[config.mk]
export PLATFORM = sky130hd
export DESIGN_NAME = fmsc_flash_ctrl
export DESIGN_NICKNAME = d
export VERILOG_FILES = /design/src/design/fmsc_pkg.sv /design/src/design/fmsc_flash_ctrl.sv
export VERILOG_INCLUDE_DIRS = /design/src /design/src/design
export SDC_FILE = /design/constraint.sdc
export NUM_CORES = 1
export LEC_CHECK = 0
export BUFFER_PORTS_ARGS = -buffer_cell sky130_fd_sc_hd__buf_4
export CAP_MARGIN = 20
export CORE_ASPECT_RATIO = 0.5
export CORE_UTILIZATION = 40
export CTS_CLUSTER_DIAMETER = 30
export DETAILED_ROUTE_END_ITERATION = 8
export PLACE_DENSITY = 0.57
export SLEW_MARGIN = 40
export SYNTH_ARGS = -nofsm -noshare
export SYNTH_HDL_FRONTEND = slang
export SYNTH_SLANG_ARGS = --single-unit
[constraint.sdc]
create_clock -name clk_i -period 16.1 [get_ports clk_i]
set_input_delay 0.805 -clock clk_i [delete_from_list [all_inputs] [get_ports clk_i]]
set_output_delay 0.805 -clock clk_i [all_outputs]
set_load 0.02 [all_outputs]
[src/design/fmsc_regs.svh]
// fmsc_regs.svh: named constants of the flash mode and strobe control block
// assumes: included by bare name, definitions only
`ifndef FMSC_REGS_SVH
`define FMSC_REGS_SVH

// ----------------------------------------------------------------------------
// clock and timing
// ----------------------------------------------------------------------------
`define FMSC_CLK_HZ        200000000  // core clock rate
`define FMSC_CLK_NS        5          // core clock period
`define FMSC_DROOP_STEP_NS 2000       // droop step-down rate, one lsb per step
`define FMSC_PWM_FAST_HZ   31500      // indicator pwm, sixteenths duty
`define FMSC_PWM_SLOW_HZ   7900       // indicator pwm, sixty-fourths duty
`define FMSC_PWM_FAST_SLOT 16         // duty slots at fast rate
`define FMSC_PWM_SLOW_SLOT 64         // duty slots at slow rate

// ----------------------------------------------------------------------------
// mode and pin function codes
// ----------------------------------------------------------------------------
`define FMSC_MODE_STBY     2'h0       // standby or external torch
`define FMSC_MODE_IND      2'h1       // indicator / low current pwm
`define FMSC_MODE_TORCH    2'h2       // torch light
`define FMSC_MODE_FLASH    2'h3       // flash
`define FMSC_AUX_MASK      2'h1       // aux pin reduces flash current
`define FMSC_AUX_TORCH     2'h2       // aux pin is a hardware torch input

// ----------------------------------------------------------------------------
// level fields and reset values
// ----------------------------------------------------------------------------
`define FMSC_LOW6_MASK     8'h3F      // torch / indicator use six low bits
`define FMSC_LEVEL_MAX     8'hFF      // saturation of an 8-bit level
`define FMSC_MIN_INIT      8'hFF      // lowest-level register after reset
`define FMSC_LB_NUM        9'h026     // balance shift, 38/256 of the level
`define FMSC_LB_SHIFT      8          // divider of the balance shift

`endif

[src/design/fmsc_pkg.sv]
// fmsc_pkg: types of the flash mode and strobe control block
// assumes: widths of counters suit the default module parameters
package fmsc_pkg;

    // flash sequencer states
    typedef enum logic [1:0] {
        FMSC_IDLE,
        FMSC_FLASH,
        FMSC_RAMPDN,
        FMSC_DONE
    } fmsc_flash_t;

    // the whole state of the block
    typedef struct packed {
        logic        strobe_s1;    // strobe pin, first sync stage
        logic        strobe_s2;    // strobe pin, second sync stage
        logic        strobe_prev;  // strobe, one cycle late for edges
        logic        aux_s1;       // aux pin, first sync stage
        logic        aux_s2;       // aux pin, second sync stage
        logic        vin_s1;       // battery floor comparator, stage one
        logic        vin_s2;       // battery floor comparator, stage two
        logic [1:0]  mode_prev;    // mode selector, one cycle late
        fmsc_flash_t fsm;          // flash sequencer
        logic        tmr_only;     // flash length set by timer alone
        logic        reached;      // ramp reached the target once
        logic [7:0]  live;         // current level in use
        logic [7:0]  min_lvl;      // lowest level of the pulse
        logic [31:0] tmr;          // flash duration timer
        logic [15:0] droop_cnt;    // droop step timer
        logic        droop_flag;   // battery droop status
        logic        timeout_flag; // timeout fault
        logic [15:0] pwm_pre;      // pwm slot prescaler
        logic [5:0]  pwm_slot;     // pwm slot index
        logic        adc_busy;     // convert bit
        logic        adc_src;      // latched converter source
        logic [15:0] adc_cnt;      // conversion timer
        logic [9:0]  adc_res;      // last conversion result
        logic [7:0]  out1;         // primary emitter level
        logic [7:0]  out2;         // secondary emitter level
        logic        boost;        // boost converter enable
    } fmsc_state_t;

endpackage

[src/design/fmsc_flash_ctrl.sv]
// fmsc_flash_ctrl: mode selection, flash strobe sequencing, current
// reduction, readback and converter handshake of a two-channel flash driver
// assumes: level, config and status bits are plain ports from an external
// register file; strobe, aux and battery comparator pins are asynchronous
`timescale 1ns/1ps
`include "fmsc_regs.svh"

module fmsc_flash_ctrl
    import fmsc_pkg::*;
#(
    parameter int FLASH_STEP_CYC = 20000,  // cycles per flash timeout lsb
    parameter int ADC_CONV_CYC   = 200     // cycles of one conversion
) (
    input  wire logic        clk_i,                  // core clock
    input  wire logic        reset_n_i,              // hardware reset pin
    input  wire logic [1:0]  mode_sel_i,             // operating mode
    input  wire logic [1:0]  aux_func_i,             // aux pin function
    input  wire logic        aux_pin_i,              // mask / torch pin
    input  wire logic        strobe_pin_i,           // strobe pin
    input  wire logic        trig_en_i,              // external trigger enable
    input  wire logic        trig_type_i,            // 0 edge, 1 level
    input  wire logic [7:0]  flash_timeout_i,        // flash duration setting
    input  wire logic [7:0]  primary_led_level_i,    // primary channel level
    input  wire logic [7:0]  secondary_led_level_i,  // secondary channel level
    input  wire logic [7:0]  reduced_level_i,        // level while masked
    input  wire logic        pwm_slow_i,             // 1 selects 7.9 kHz
    input  wire logic [5:0]  pwm_duty_i,             // duty, slots minus one
    input  wire logic        load_balance_en_i,      // balance enable
    input  wire logic        balance_dir_i,          // 1 raises primary
    input  wire logic        vin_low_i,              // supply below floor
    input  wire logic        droop_clr_i,            // clears droop flag
    input  wire logic        timeout_clr_i,          // clears timeout flag
    input  wire logic        adc_start_i,            // sets the convert bit
    input  wire logic        adc_src_i,              // 1 die temp, 0 led sense
    input  wire logic [9:0]  led_sense_i,            // led sense sample
    input  wire logic signed [8:0] die_temp_i,       // die temperature, degrees
    output logic [7:0]       emitter1_level_o,       // primary emitter output
    output logic [7:0]       emitter2_level_o,       // secondary emitter output
    output logic             boost_en_o,             // boost converter enable
    output logic             flash_active_o,         // flash or ramp-down
    output logic [7:0]       actual_level_o,         // live level readback
    output logic [7:0]       min_level_o,            // lowest pulse level
    output logic             droop_flag_o,           // battery droop status
    output logic             timeout_flag_o,         // timeout fault
    output logic             adc_busy_o,             // convert bit
    output logic [7:0]       adc_result_hi_o,        // result bits 9..2
    output logic [1:0]       adc_result_lo_o         // result bits 1..0
);

    // ------------------------------------------------------------------------
    // derived counts
    // ------------------------------------------------------------------------
    localparam int DROOP_CYC = `FMSC_DROOP_STEP_NS / `FMSC_CLK_NS;
    localparam int PWM_FAST_CYC = `FMSC_CLK_HZ / (`FMSC_PWM_FAST_HZ * `FMSC_PWM_FAST_SLOT);
    localparam int PWM_SLOW_CYC = `FMSC_CLK_HZ / (`FMSC_PWM_SLOW_HZ * `FMSC_PWM_SLOW_SLOT);

    // ------------------------------------------------------------------------
    // functions
    // ------------------------------------------------------------------------
    // balance shift: the level scaled by about 15 percent
    function automatic logic [7:0] lb_shift(input logic [7:0] lvl);
        logic [16:0] p;
        p = 17'(lvl) * 17'(`FMSC_LB_NUM);
        return p[15:8];
    endfunction

    // saturating add and floor subtract of a level
    function automatic logic [7:0] lvl_adj(input logic [7:0] lvl, input logic [7:0] a, input logic up);
        logic [8:0] s;
        s = 9'(lvl) + 9'(a);
        if (up) begin
            return s[8] ? `FMSC_LEVEL_MAX : s[7:0];
        end
        return (lvl > a) ? (lvl - a) : 8'h00;
    endfunction

    // die temperature code, one row per ten degrees
    function automatic logic [9:0] die_code(input logic signed [8:0] t);
        logic signed [8:0] r;
        r = 9'((10'(t) + 10'sd30) / 10'sd10);
        case (r)
            9'sd0:   return 10'd352;
            9'sd1:   return 10'd343;
            9'sd2:   return 10'd334;
            9'sd3:   return 10'd325;
            9'sd4:   return 10'd316;
            9'sd5:   return 10'd306;
            9'sd6:   return 10'd297;
            9'sd7:   return 10'd287;
            9'sd8:   return 10'd278;
            9'sd9:   return 10'd268;
            9'sd10:  return 10'd259;
            9'sd11:  return 10'd249;
            9'sd12:  return 10'd239;
            9'sd13:  return 10'd229;
            9'sd14:  return 10'd219;
            9'sd15:  return 10'd209;
            9'sd16:  return 10'd199;
            9'sd17:  return 10'd189;
            default: return (r < 9'sd0) ? 10'd352 : 10'd179;
        endcase
    endfunction

    // ------------------------------------------------------------------------
    // state
    // ------------------------------------------------------------------------
    fmsc_state_t q;             // registered state
    fmsc_state_t d;             // next state
    logic        strobe_rise;   // synchronised strobe edge
    logic        start_req;     // a flash start condition
    logic        masked;        // current reduction pin active
    logic [7:0]  tgt1;          // primary flash target
    logic [7:0]  tgt2;          // secondary flash target
    logic [7:0]  low1;          // primary six-bit level
    logic [7:0]  low2;          // secondary six-bit level
    logic        pwm_on;        // indicator pwm phase
    logic        flash_end;     // flash end this cycle

    // ------------------------------------------------------------------------
    // next state
    // ------------------------------------------------------------------------
    always_comb begin
        d = q;
        // pins pass two flops before use
        d.strobe_s1 = strobe_pin_i;
        d.strobe_s2 = q.strobe_s1;
        d.strobe_prev = q.strobe_s2;
        d.aux_s1 = aux_pin_i;
        d.aux_s2 = q.aux_s1;
        d.vin_s1 = vin_low_i;
        d.vin_s2 = q.vin_s1;
        d.mode_prev = mode_sel_i;
        strobe_rise = q.strobe_s2 & ~q.strobe_prev;

        // flash targets, reduced by the mask pin
        masked = (aux_func_i == `FMSC_AUX_MASK) && q.aux_s2;
        tgt1 = masked ? reduced_level_i : primary_led_level_i;
        tgt2 = masked ? reduced_level_i : secondary_led_level_i;
        // high level bits dropped outside flash
        low1 = primary_led_level_i & `FMSC_LOW6_MASK;
        low2 = secondary_led_level_i & `FMSC_LOW6_MASK;
        // load balance trades current between channels
        if (load_balance_en_i) begin
            tgt1 = lvl_adj(tgt1, lb_shift(tgt1), balance_dir_i);
            tgt2 = lvl_adj(tgt2, lb_shift(tgt2), ~balance_dir_i);
        end

        // indicator pwm slots
        if (q.pwm_pre >= 16'(pwm_slow_i ? PWM_SLOW_CYC - 1 : PWM_FAST_CYC - 1)) begin
            d.pwm_pre = 16'h0000;
            if (pwm_slow_i) begin
                d.pwm_slot = q.pwm_slot + 6'h01;
            end else begin
                d.pwm_slot = {2'h0, q.pwm_slot[3:0] + 4'h1};
            end
        end else begin
            d.pwm_pre = q.pwm_pre + 16'h0001;
        end
        pwm_on = pwm_slow_i ? (q.pwm_slot <= pwm_duty_i) : (q.pwm_slot[3:0] <= pwm_duty_i[3:0]);

        // flash start conditions
        start_req = (mode_sel_i == `FMSC_MODE_FLASH) && (
            (!trig_en_i && q.mode_prev != `FMSC_MODE_FLASH) ||
            (trig_en_i && !trig_type_i && strobe_rise) ||
            (trig_en_i && trig_type_i && strobe_rise));
        flash_end = 1'b0;
        // clears first, so a set later in this cycle wins
        d.droop_flag = q.droop_flag & ~droop_clr_i;
        d.timeout_flag = q.timeout_flag & ~timeout_clr_i;

        // flash sequencer
        case (q.fsm)
            FMSC_IDLE: begin
                if (start_req) begin
                    d.tmr_only = !(trig_en_i && trig_type_i);
                    d.live = 8'h00;
                    d.reached = 1'b0;
                    d.min_lvl = `FMSC_MIN_INIT;
                    d.tmr = 32'(flash_timeout_i + 9'h001) * 32'(FLASH_STEP_CYC);
                    // no flash on an already low battery
                    d.fsm = q.vin_s2 ? FMSC_DONE : FMSC_FLASH;
                end
            end
            FMSC_FLASH: begin
                d.tmr = q.tmr - 32'h1;
                if (q.vin_s2) begin
                    // droop: hold the ramp, step down per interval
                    d.droop_flag = 1'b1;
                    if (q.droop_cnt >= 16'(DROOP_CYC - 1)) begin
                        d.droop_cnt = 16'h0000;
                        d.live = lvl_adj(q.live, 8'h01, 1'b0);
                    end else begin
                        d.droop_cnt = q.droop_cnt + 16'h0001;
                    end
                end else begin
                    d.droop_cnt = 16'h0000;
                    if (q.live < tgt1 && !q.reached) begin
                        d.live = q.live + 8'h01;
                    end else if (q.live > tgt1) begin
                        d.live = tgt1;
                    end
                end
                if (q.live >= tgt1) begin
                    d.reached = 1'b1;
                end
                // lowest level after the ramp or under droop
                if ((q.reached || q.vin_s2) && d.live < q.min_lvl) begin
                    d.min_lvl = d.live;
                end
                if (q.tmr <= 32'h1) begin
                    flash_end = 1'b1;
                    // strobe-length overrun faults at once
                    if (!q.tmr_only) begin
                        d.timeout_flag = 1'b1;
                    end
                end else if (!q.tmr_only && !q.strobe_s2) begin
                    flash_end = 1'b1;
                end else if (mode_sel_i != `FMSC_MODE_FLASH) begin
                    flash_end = 1'b1;
                end
                if (flash_end) begin
                    d.fsm = FMSC_RAMPDN;
                end
            end
            FMSC_RAMPDN: begin
                d.live = lvl_adj(q.live, 8'h01, 1'b0);
                if (q.live <= 8'h01) begin
                    d.fsm = FMSC_DONE;
                    if (q.tmr_only && q.tmr <= 32'h1) begin
                        d.timeout_flag = 1'b1;
                    end
                end
            end
            default: begin
                // rearm once the trigger has gone away
                if (mode_sel_i != `FMSC_MODE_FLASH || (trig_en_i && !q.strobe_s2)) begin
                    d.fsm = FMSC_IDLE;
                end
            end
        endcase

        // converter handshake
        if (adc_start_i && !q.adc_busy) begin
            d.adc_busy = 1'b1;
            d.adc_src = adc_src_i;
            d.adc_cnt = 16'(ADC_CONV_CYC);
        end else if (q.adc_busy) begin
            d.adc_cnt = q.adc_cnt - 16'h0001;
            if (flash_end && q.tmr <= 32'h1 && !q.tmr_only) begin
                d.adc_busy = 1'b0;
            end else if (q.adc_cnt <= 16'h0001) begin
                // result and busy clear land together
                d.adc_busy = 1'b0;
                d.adc_res = q.adc_src ? die_code(die_temp_i) : led_sense_i;
            end
        end

        // emitter levels by mode
        d.out1 = 8'h00;
        d.out2 = 8'h00;
        if (q.fsm == FMSC_FLASH || q.fsm == FMSC_RAMPDN) begin
            d.out1 = d.live;
            d.out2 = (d.live < tgt2) ? d.live : tgt2;
        end else if (mode_sel_i == `FMSC_MODE_IND) begin
            d.out1 = pwm_on ? low1 : 8'h00;
            d.out2 = pwm_on ? low2 : 8'h00;
        end else if (mode_sel_i == `FMSC_MODE_TORCH) begin
            d.out1 = low1;
            d.out2 = low2;
        end else if (mode_sel_i == `FMSC_MODE_STBY && aux_func_i == `FMSC_AUX_TORCH && q.aux_s2) begin
            d.out1 = low1;
            d.out2 = low2;
        end
        // standby without the aux torch pin, and everything else, stays at zero
        d.boost = (d.out1 != 8'h00) || (d.out2 != 8'h00) || (d.fsm == FMSC_FLASH);

        // shutdown: defaults everywhere
        if (!reset_n_i) begin
            d = '0;
            d.min_lvl = `FMSC_MIN_INIT;
        end
    end

    // ------------------------------------------------------------------------
    // state register
    // ------------------------------------------------------------------------
    always_ff @(posedge clk_i) begin
        q <= d;
    end

    // outputs straight from flops, except flash_active_o, decoded from the sequencer state
    assign emitter1_level_o = q.out1;
    assign emitter2_level_o = q.out2;
    assign boost_en_o       = q.boost;
    assign flash_active_o   = (q.fsm == FMSC_FLASH) || (q.fsm == FMSC_RAMPDN);
    assign actual_level_o   = q.live;
    assign min_level_o      = q.min_lvl;
    assign droop_flag_o     = q.droop_flag;
    assign timeout_flag_o   = q.timeout_flag;
    assign adc_busy_o       = q.adc_busy;
    assign adc_result_hi_o  = q.adc_res[9:2];
    assign adc_result_lo_o  = q.adc_res[1:0];
endmodule

=== After elaboration in Yosys (flattened, before gate mapping) ===
Cells that the tools add are included.

* $lt $le $gt $ge: 16
* Divide/modulo/power cells: 1
* Multipliers: 3
* Reduce and logical (&&, ||, !) cells: 45
* Eq/ne operators: 30
* Bitwise operators: 9
* Add/sub/neg operators: 14
* Mux-type cells: 68

{| class="wikitable"
|+ Operator list
! kind !! number
|-
| 2-to-1 mux 8 bit || 21
|-
| case mux 9 bit (18 select lines) || 1
|-
| case mux 40 bit (2 select lines) || 1
|-
| == test 9 x 4 -> 1 bit (second input constant) || 8
|-
| 2-to-1 mux 52 bit || 1
|-
| 2-to-1 mux 16 bit || 3
|-
| 2-to-1 mux 14 bit || 3
|-
| == test 9 x 3 -> 1 bit (second input constant) || 4
|-
| adder 16 x 1 -> 16 bit (second input constant) || 2
|-
| less-or-equal comparator 32 x 1 -> 1 bit (second input constant) || 1
|-
| subtractor 32 x 1 -> 32 bit (second input constant) || 1
|-
| 2-to-1 mux 10 bit || 3
|-
| multiplier 8 x 5 -> 13 bit (second input constant) || 2
|-
| less-than comparator 8 bit || 3
|-
| case mux 8 bit (3 select lines) || 1
|-
| 2-to-1 mux 1 bit || 22
|-
| multiplier 9 x 10 -> 19 bit (second input constant) || 1
|-
| adder 8 x 6 -> 9 bit || 2
|-
| == test 9 x 2 -> 1 bit (second input constant) || 2
|-
| == test 9 x 5 -> 1 bit (second input constant) || 2
|-
| 2-to-1 mux 18 bit || 1
|-
| 2-to-1 mux 6 bit || 3
|-
| logical AND 1 bit || 17
|-
| >= comparator 16 x 9 -> 1 bit || 1
|-
| other kinds (39) || 80
|}

* Register bits: 146
* Logic and storage cells: 213
* Output and inout bits: 47
* Bits of input ports: 75

=== Logic depth before layout (Yosys ltp) ===
Gate-level depths: netlist of run 1.

* Depth after elaboration: 21
* Depth in mapped cells: 48
* Depth with buffers taken out: 47

=== Worst setup path after synthesis of run 1 ===
No wires, ideal clock.

* Kind: input-to-reg
* From: input aux_func_i[1]
* To: register q (netlist bit boost_en_o)
* Path slack: 6.484 ns
* Required time: 15.961 ns
* Library setup time: 0.139 ns
* Path buffers: 1
* Stages: 43
* Arrival: 9.477 ns
* Path through: nand3b_1 -> a21oi_1 -> inv_1 -> ha_1 -> inv_1 -> fa_1 -> inv_1 -> ha_1 -> o21ai_0 -> nand2b_1 -> a21oi_1 -> nor2b_1 -> o21a_1 -> nor2_1 -> o21bai_1 -> a21oi_1 -> xnor2_1 -> ha_1 -> [... 7 more ...] -> a21o_1 -> a21o_1 -> a21o_1 -> o22ai_1 -> clkbuf_1 -> nand2_1 -> o22ai_1 -> o31ai_1 -> a221oi_1 -> inv_1 -> ha_1 -> or2_2 -> o41ai_1 -> nand3_1 -> mux2i_1 -> a22o_1 -> nor4_1 -> a41oi_1

* Longest elaborated chain between the ends: 21
* Elaborated cells between the ends (all ways): 43
* Those cells by class: add/sub: 4; mul: 2; order compare: 5; eq/ne: 2; mux: 22; reduce/logical: 8

{| class="wikitable"
|+ Ends and longest elaborated chain
! element !! line !! RTL
|-
| from (decl) || fmsc_flash_ctrl.sv:17 || <nowiki>input wire logic [1:0] aux_func_i,</nowiki>
|-
| == test 2 x 1 -> 1 bit (no line) || - ||
|-
| logical AND 1 bit || fmsc_flash_ctrl.sv:136 || <nowiki>masked = (aux_func_i == `FMSC_AUX_MASK) && q.aux_s2;</nowiki>
|-
| 2-to-1 mux 8 bit || fmsc_flash_ctrl.sv:137 || <nowiki>tgt1 = masked ? reduced_level_i : primary_led_level_i;</nowiki>
|-
| multiplier 8 x 5 -> 13 bit || fmsc_flash_ctrl.sv:63 || <nowiki>p = 17'(lvl) * 17'(`FMSC_LB_NUM);</nowiki>
|-
| adder 8 x 6 -> 9 bit || fmsc_flash_ctrl.sv:70 || <nowiki>s = 9'(lvl) + 9'(a);</nowiki>
|-
| 2-to-1 mux 8 bit || fmsc_flash_ctrl.sv:72 || <nowiki>return s[8] ? `FMSC_LEVEL_MAX : s[7:0];</nowiki>
|-
| 2-to-1 mux 8 bit || fmsc_flash_ctrl.sv:71 || <nowiki>if (up) begin</nowiki>
|-
| 2-to-1 mux 8 bit || fmsc_flash_ctrl.sv:74 || <nowiki>return (lvl > a) ? (lvl - a) : 8'h00;</nowiki>
|-
| [... 4 more ...] || - ||
|-
| 2-to-1 mux 8 bit || fmsc_flash_ctrl.sv:186 || <nowiki>if (q.vin_s2) begin</nowiki>
|-
| 2-to-1 mux 8 bit || fmsc_flash_ctrl.sv:172 || <nowiki>case (q.fsm)</nowiki>
|-
| case mux 8 bit (3 select lines) || fmsc_flash_ctrl.sv:172 ||
|-
| less-than comparator 8 bit || fmsc_flash_ctrl.sv:263 || <nowiki>d.out2 = (d.live < tgt2) ? d.live : tgt2;</nowiki>
|-
| 2-to-1 mux 8 bit || fmsc_flash_ctrl.sv:263 ||
|-
| 2-to-1 mux 16 bit * || fmsc_flash_ctrl.sv:261 || <nowiki>if (q.fsm == FMSC_FLASH || q.fsm == FMSC_RAMPDN) begin</nowiki>
|-
| nonzero test 8 bit || fmsc_flash_ctrl.sv:275 || <nowiki>d.boost = (d.out1 != 8'h00) || (d.out2 != 8'h00) || (d.fsm == FMSC_FLASH);</nowiki>
|-
| logical OR 1 bit * (2 in series) || fmsc_flash_ctrl.sv:275 ||
|-
| to (signal assigned) || fmsc_flash_ctrl.sv:288 || <nowiki>q <= d;</nowiki>
|-
| to (decl) || fmsc_flash_ctrl.sv:107 || <nowiki>fmsc_state_t q;</nowiki>
|}

Every way passes the cells marked *; elsewhere a longest branch is shown, timed or not. The select of a mux whose other input is x is not followed.
A chain may end at the register's enable or synchronous reset.

=== Worst setup path in the final report of run 1 ===
Ends and elaborated chain as after synthesis.

==> results of run 1 <==
==> state kept, by name, indices dropped and copies added (netlist names) <==
signal	count
q	100
actual_level_o	8
adc_result_hi_o	8
emitter1_level_o	8
emitter2_level_o	8
min_level_o	8
adc_result_lo_o	2
adc_busy_o	1
boost_en_o	1
droop_flag_o	1
timeout_flag_o	1
==> cells by family after synthesis <==
kind of cell	count (synthesis)	synth area share [%]
xor+xnor	88	6.11
other cells	1	0.0266
flops	146	20.8
mux	21	1.54
fa+ha+maj	178	17.1
simple gates	634	22.1
compound gates	488	23.4
buf+inv	281	8.95
==> metal layers <==
| metal | vias up | part of all wire, % | track usage [%] |
|---|---|---|---|
| met1 | 6084 | 45 | 27.0 |
| met5 | - | 0 | 0 |
| li1 | 6607 | - | - |
| met2 | 311 | 48 | 38.0 |
| met4 | 0 | 2.2 | 6.61 |
| met3 | 55 | 4.0 | 2.94 |
==> worst reg2reg max path, delay by kind of cell (launching register included) <==
| family | cells | cell delay [ns] |
|---|---|---|
| adders and majority gates | 6 | 2.14 |
| AOI/OAI and AO/OA | 18 | 4.92 |
| muxes | 1 | 0.24 |
| buffers and inverters | 6 | 0.92 |
| DFF | 1 | 0.43 |
| and+or+nand+nor | 9 | 2.00 |
| xor gates and xnor gates | 1 | 0.12 |
==> path summary, 6_finish.rpt <==
| kind | endpoint | slack (ns) | depth (start not counted) |
|---|---|---|---|
| setup / recovery | boost_en_o | 5.04 | 42 |
| hold / removal | q[141] | 0.43 | 1 |
| setup reg to reg | boost_en_o | 5.14 | 41 |
| hold reg to reg | q[141] | 0.43 | 1 |
==> cells in the mapped netlist (8+ instances only) <==
library cell	count	area, um^2
sky130_fd_sc_hd__o211ai_1	20	150
sky130_fd_sc_hd__xor2_1	25	219
sky130_fd_sc_hd__o21bai_1	14	105
sky130_fd_sc_hd__dfxtp_1	146	2920
sky130_fd_sc_hd__and2_1	30	188
sky130_fd_sc_hd__nor4_1	31	194
sky130_fd_sc_hd__o31ai_1	10	75.1
sky130_fd_sc_hd__a31oi_1	24	150
sky130_fd_sc_hd__nand3_1	54	270
sky130_fd_sc_hd__inv_1	160	601
sky130_fd_sc_hd__a221oi_1	12	105
sky130_fd_sc_hd__o21ai_0	103	515
sky130_fd_sc_hd__clkbuf_1	61	229
sky130_fd_sc_hd__and3_1	20	125
sky130_fd_sc_hd__nor2b_1	20	125
sky130_fd_sc_hd__buf_4	47	353
sky130_fd_sc_hd__nand2b_1	20	125
sky130_fd_sc_hd__or4_1	8	60.1
sky130_fd_sc_hd__fa_1	24	480
sky130_fd_sc_hd__o22ai_1	14	87.6
sky130_fd_sc_hd__nand4_1	15	93.8
sky130_fd_sc_hd__o221ai_1	12	105
sky130_fd_sc_hd__a21oi_1	115	576
sky130_fd_sc_hd__ha_1	153	1910
sky130_fd_sc_hd__a2bb2oi_1	10	87.6
sky130_fd_sc_hd__nor2_1	198	743
sky130_fd_sc_hd__nand2_1	139	522
sky130_fd_sc_hd__o21a_1	18	135
sky130_fd_sc_hd__xnor2_1	54	473
sky130_fd_sc_hd__nor3_1	43	215
sky130_fd_sc_hd__or3_1	20	125
sky130_fd_sc_hd__a22oi_1	14	105
sky130_fd_sc_hd__mux2i_1	16	160
sky130_fd_sc_hd__a211oi_1	14	105
sky130_fd_sc_hd__a21o_1	19	143
==> through the flow <==
step | cell area, um^2 | worst slack (ns) | power [mW] | std cells
after floorplan | 14100 | 6.48 | 1.40 | 1843
final | 15700 | 5.04 | 2.05 | 2367
after CTS | 15600 | 5.20 | 2.06 | 2366
after global routing | 15700 | 4.13 | 2.24 | 2366
after global placement | 15100 | 4.63 | 1.68 | 2333
after detailed placement | 15100 | 4.76 | 1.68 | 2334
==> where the power goes <==
group / leakage (nW) / total (mW) / switching, mW / internal, mW
clock network: 0.273 / 0.374 / 0.166 / 0.207
registers: 1.19 / 0.468 / 0.0597 / 0.409
logic: 5.45 / 1.21 / 0.738 / 0.474
total: 6.91 / 2.05 / 0.964 / 1.09
==> area by class of cell <==
| cell class | instances | share of cell area, % |
|---|---|---|
| tap | 475 | 3.80 |
| inverter | 162 | 3.88 |
| sequential | 146 | 18.7 |
| clock inverter | 13 | 0.631 |
| clock buffer | 19 | 2.89 |
| multi-input combinational | 1416 | 63.6 |
| antenna | 1 | 0.0160 |
| timing repair buffer | 135 | 6.47 |
==> summary by stage, run 1 <==
Outcome
The run finished with clean final reports.

Die
The die is 267 um wide. The die covers 36,000 um^2. The initial utilization of the core area, before any placement, comes to 40.8%. Row generation in the floorplan step produced 48 rows. During I/O placement, the number of pins put on the boundary was 122.

After floorplanning, the core was sized to cover 34,500 um^2. The vertical die dimension is 135 um.

Synth
Dividing the synthesized area by the synthesized cell count gives around 7.7 um^2. The synthesized design contains 146 register bits. The Yosys step of the flow raised 0 warnings.

After synthesis, the share of flip-flops with an asynchronous set or reset is 0%. The distinct cell type count of the synthesized netlist is slightly below 100. In this run, synthesis inferred 0 flip-flops with an integrated enable. The gate count after technology mapping is approximately 1,800. After synthesis, flip-flops and latches occupy 20.8% of the total area. The most used flip-flop cell after synthesis is sky130_fd_sc_hd__dfxtp_1.

The post-synthesis instance area is 14,100 um^2.

Clock tree
The quantity of gates resized following cts is 0. Counting every sink on the clock net gives 146. Clock latency on the worst-skew pair, taken at its later pin, is between 0.4 and 0.5 ns. TritonCTS built the clock tree. The number of buffers inserted by post-CTS setup repair is 0.

CTS placed an instance of sky130_fd_sc_hd__clkbuf_16 at the clock tree root. In this run, post-CTS hold repair placed 0 buffers. The number of clock buffers added by TritonCTS is 17. The clock transition time at the flip-flop clock pins of the worst setup and hold paths is 0.07 ns. The level count of the clock H-tree is 4. The deepest clock path buffer count is 2.

STA
Derived from the worst setup path, the maximum achievable clock frequency is 90.5 MHz. The max-slew violation total from the final report was 0. Setup violations remaining at the end of the flow were counted as 0. The total count of hold-check failures in the final report is 0. The part of the cycle the worst path needs is 68.7%. The worst path in the final design needs a cycle of 11.06 ns, including I/O delays and setup.

The final worst hold slack is 0.433 ns. Setup repair after global routing left no endpoint under its margin. Headroom to the max-slew limit came out at 45.7%.

For the final database, setup skew stands at 0.0126 ns. The slew at the pin closest to its max-slew limit is 0.813 ns. The accumulated negative setup slack is 0 ns.

Layout
Cells fill 45.3% of the core in the end. In the layout the commonest cells are sky130_fd_sc_hd__nor2_1, sky130_fd_sc_hd__inv_1, sky130_fd_sc_hd__ha_1. Fill cells in the final layout number 3,507. The area growth from synthesis to layout is 11.2%. The total number of nets in the final design is 2,130.

The sequential cell area is 2920 um^2. The fraction of final layout cells sized beyond drive strength 1 is 11.6%. The most common cell after layout, fill and taps aside is sky130_fd_sc_hd__nor2_1. The combined area of the multi-input logic cells is 9960 um^2.

Detailed routing
The final layout contains routed wiring with a total length of 38,300 um. After detailed routing, the number of vias per cell comes to between 5 and 6. Once detail routing completed, the nets flagged for antenna violations numbered 0.

The remaining routing DRC violations is 0. In the final routed layout, each cell accounts on average for 16.2 um. Before antenna repair, the detailed router went through 6 iterations. The iteration-0 DRC count of the detailed router is 746. The vias after detailed routing is between 10,000 and 15,000.

Power and ir drop
The power per standard cell area is approximately 130 nW/um^2. The worst vdd rail ir drop is 0.0969 mV. In this run the static leakage power is 6.91 nW.

Run
Max-cap violations in this run came to 0.

Critical path
The reg-to-reg startpoint is q[141]. The category of the worst setup path launch point is a primary input. The standard cell with the maximum stage delay on the critical path is sky130_fd_sc_hd__a21oi_1. The largest fanout on the critical path is 16. At the worst endpoint, the arrival time is 11.33 ns.

At the worst endpoint, the required time is between 15 and 20 ns. The cell family contributing the most delay on the critical path is compound AO/OA/AOI/OAI gates. The most critical setup path has its startpoint at aux_func_i[1].

STA classifies the critical path endpoint as a flop. The number of buffers and inverters on the critical path is 7. The largest single stage delay on the critical path is 0.75 ns. The critical path is of the in2reg type.

Worst hold path
The min-delay analysis places its worst path in the category reg2reg. The origin of the worst min-delay path is q[142].

GRT
The number of global-route vias before repair came to 12,300. The total routing usage reported by global routing is 21.4%. The pin count of the biggest net entering global routing is 60. The total overflow left after global routing is 0. The global-route wire length before repair is 62,600 um.

The number of antenna violations at the first check in global routing is 0.

Place
Routability-driven placement finished with a final weighted congestion of 0.886. The HPWL reported at the end of detailed placement is slightly below 30,000 um. Buffers placed on the I/O ports in this run total approximately 120.
Power figures use the tool's default switching activity.
==> run 2, diff against run 1 <==
ABC_AREA = 1   (was default)
clock period = 11.1 ns   (was 16.1 ns; I/O delays follow)
==> run 2 against run 1 <==
  * Critical path type is now reg2reg
  * First-iteration DRC count fell by 3.9%
  * Routed wire length shrank 9.5%
  * The run now ends with DRC left
  * Combinational power rose by 42%
==> summary by stage, run 2 <==
Outcome
The flow ran to the end, but the final reports show violations. The checks that failed: DRC.

Layout
The total inserted antenna cells is 0. The register with the most flip-flops is q. In the final layout, the share of cells above drive strength 1 is 10.5%. The multi-input combinational cells in the finished layout cover a total of between 8000 and 9000 um^2.

Excluding fillers, the count of instances in the completed layout stands at 2,539. The sequential cell area is 2920 um^2. The flip-flop count of the largest register, all copies and words added is 100. The total number of nets in the final design is 2,346. Leaving out fill and tap cells, the most frequent cells in the layout are sky130_fd_sc_hd__inv_1, sky130_fd_sc_hd__nand2_1, sky130_fd_sc_hd__nor2_1. Fill cells in the final layout number 3,395. Cells fill 46.8% of the core in the end.

Relative to the synthesized area, the layout overhead comes to 12.9%. The library cell used most frequently in the layout, excluding fill and tap cells, is sky130_fd_sc_hd__inv_1.

Clock tree
The quantity of gates resized following cts is 0. Buffers inserted to repair hold after CTS numbered 0. The level count of the clock H-tree is 4. In this run, CTS created clock tree buffers numbering 17. The clock transition time at the flip-flop clock pins of the worst setup and hold paths is 0.07 ns.

After clock tree synthesis, the setup repair step added 0 buffers. TritonCTS built the clock tree. At the later pin of the worst-skew pair, clock insertion delay measures about 0.42 ns. The deepest clock path buffer count is 2. The master cell of the clock root buffer is sky130_fd_sc_hd__clkbuf_16. For this design, the sink count on the clock tree is 146.

Place
The count of port buffers added during placement is 121. After legalization and detailed placement, the total HPWL measured 27,200 um. The final estimated routing congestion in global placement is 0.893. Once placement completed, the tool counted placed cells totaling 2,507. At the placement stage, the worst setup path has a slack of 1.17 ns.

Detailed routing
The post-detailed-route via-to-cell ratio is roughly 5. After detailed routing, the average wire length per cell comes to 13.7 um. The overall routed net length is 34,700 um. The routed layout has 12,700 vias.

The first TritonRoute pass finished after 8 iterations. The iteration-0 DRC count of the detailed router is 717. The remaining routing DRC violations is 4. The number of antenna-violating nets in the routed design is 0.

Critical path
The largest fanout on the critical path is 20. The setup slack on the worst flop-to-flop path is 1.40 ns. The slowest stage of the critical path is the sky130_fd_sc_hd__fa_1 cell. The combined buffer and inverter count along the critical path is 12.

The family of cells with the greatest summed delay on the critical path is simple AND/OR/NAND/NOR gates. The startpoint-to-endpoint class of the critical path is reg2reg. The reg-to-reg startpoint is q[141].

The largest single stage delay on the critical path is between 0.4 and 0.5 ns. The most numerous cell type found on the critical path is sky130_fd_sc_hd__nand2_1. The data arrival time of the critical path is 10.00 ns. The count of cells along the worst register-to-register path is between 60 and 70. The category of the worst setup path capture point is a flop.

STA puts the critical path data required time at roughly 11 ns. The worst setup path is launched from a flop. The critical path crosses 61 cells after its start point. The most critical setup path has its startpoint at q[141].

Synth
The synthesized design contains 0 enable-type register cells. After synthesis the cells add up to 13,400 um^2. In this run, distinct cell masters in the synthesized netlist total 66. Counting flops and latches in the post-synthesis netlist gives 146. For this run, the leading register cell type out of synthesis is sky130_fd_sc_hd__dfxtp_1. In the post-synthesis netlist, the biggest area contributors are sky130_fd_sc_hd__dfxtp_1, sky130_fd_sc_hd__ha_1, sky130_fd_sc_hd__inv_1, sky130_fd_sc_hd__nand2_1, sky130_fd_sc_hd__nor2_1.

The gate count after technology mapping is 2,021. In this run the mean area of a mapped cell was about 6.6 um^2. Summing the sequential cell areas from Yosys gives a little over a fifth of the chip area.

After synthesis, the share of flip-flops with an asynchronous set or reset is 0%. In the synthesized netlist, the cells that appear most often are sky130_fd_sc_hd__inv_1, sky130_fd_sc_hd__nand2_1, sky130_fd_sc_hd__nor2_1. The synthesized design spends more area on one cell type than any other, namely sky130_fd_sc_hd__dfxtp_1. sky130_fd_sc_hd__inv_1 is the most common cell in the netlist.

The area fraction of the dominant cell type after synthesis is 21.8%. The count of yosys warnings during synthesis is 0.

Die
The die is 261 um wide. The total I/O pin count is 122. The core region is around 32,000 um^2.

The die area is approximately 34,000 um^2. The number of cell rows is 46. The initial core utilization is 41.5%. The vertical die dimension is roughly 130 um.

GRT
The number of global-route vias before repair came to 11,900. The first global-routing pass estimated 57,800 um of wire. Global routing finished with a remaining overflow of 0. The pin count of the biggest net entering global routing is 58. The number of antenna violations at the first check in global routing came to 0. Global routing consumed, over all layers together, approximately 20% of the routing resources.

STA
Setup violations remaining at the end of the flow were counted as 0. The total count of hold-check failures in the final report is 0. The max-slew violation total from the final report was 0.

The final worst setup slack is 1.40 ns. The slew at the pin closest to its max-slew limit is 0.740 ns. After routing, the total negative slack on setup checks comes to 0 ns. Hold is met by 0.310 ns. The worst clock skew is roughly 0.010 ns.

The achievable clock frequency is roughly 100 MHz. The part of the cycle the worst path needs is 87.4%. Setup repair after global routing left no endpoint under its margin. Headroom to the max-slew limit came out at about 51%. The clock period minus final worst setup slack is 9.70 ns.

Run
The number of max-cap violations is 0.

Power and ir drop
In this run the static leakage power is 7.77 nW. The power per standard cell area is 199 nW/um^2. The worst vdd rail ir drop is 0.119 mV.

Worst hold path
The origin of the worst min-delay path is aux_pin_i. The cell depth of the worst hold path is 3. The min-delay analysis places its worst path in the category in2reg.
==> run 2: changes by cell type in the layout (fill, tap and decap cells not counted), moves of 21 or more <==
cell	before	now
sky130_fd_sc_hd__inv_1	160	354
sky130_fd_sc_hd__nand2_1	139	333
sky130_fd_sc_hd__xnor2_1	53	12
sky130_fd_sc_hd__a21oi_1	114	152
sky130_fd_sc_hd__nand3_1	54	89
sky130_fd_sc_hd__nor2_1	198	232
sky130_fd_sc_hd__o21ai_0	103	133
sky130_fd_sc_hd__and2_1	30	1
sky130_fd_sc_hd__nor4_1	30	9
sky130_fd_sc_hd__xor2_1	25	46
==> run 2: per-layer routing <==
metal / wire length (um) / up-vias / track usage [%]
met5: 0 / - / 0
met4: 582 / 0 / 5.65
met3: 1210 / 41 / 2.66
met2: 15300 / 228 / 32.8
met1: 17600 / 5718 / 28.5
li1: - / 6695 / -
==> run 2: cell families (layout without fill, tap and decap cells) <==
family / after synthesis / count (layout) / share of synthesized area (%)
AND/OR/NAND/NOR: 782 / 782 / 25.2
buffers and inverters: 454 / 534 / 14.0
AO/OA/AOI/OAI: 401 / 401 / 17.2
adder cells (fa/ha/maj): 177 / 177 / 17.9
flip-flops: 146 / 146 / 21.8
XOR/XNOR: 59 / 59 / 3.91
other: 1 / 7 / 0.0280
multiplexers: 1 / 1 / 0.0746
==> run 2: final cells by class <==
cell class	count	share of cell area [%]
clock buffer	18	2.90
clock inverter	14	1.35
sequential	146	19.3
inverter	371	9.23
multi-input combinational	1427	57.1
tap	432	3.57
timing repair buffer	131	6.50
==> run 2: stage by stage <==
stage	total power, mW	cell area, um^2
floorplan	1.99	13400
global placement	2.38	14500
detailed placement	2.39	14500
CTS	3.02	15100
global route	3.31	15100
finish	3.01	15100
==> run 2: worst register-to-register path, delay by kind of cell, from the launching register on <==
kind / cells / cell delay [ns]
DFF: 1 / 0.33
xor gates and xnor gates: 2 / 0.32
and+or+nand+nor: 26 / 2.74
adders and majority gates: 6 / 2.12
buffers and inverters: 12 / 1.43
AOI/OAI and AO/OA: 15 / 2.64
==> run 2: final timing paths <==
path | to
min reg2reg | q[141]
max | boost_en_o
min | q[142]
max reg2reg | boost_en_o
==> run 2: report_power, final <==
group	leakage (nW)	switching (mW)	internal [mW]
Combinational	6.28	1.12	0.604
Sequential	1.19	0.0798	0.591
Clock	0.303	0.236	0.385
Total	7.77	1.43	1.58
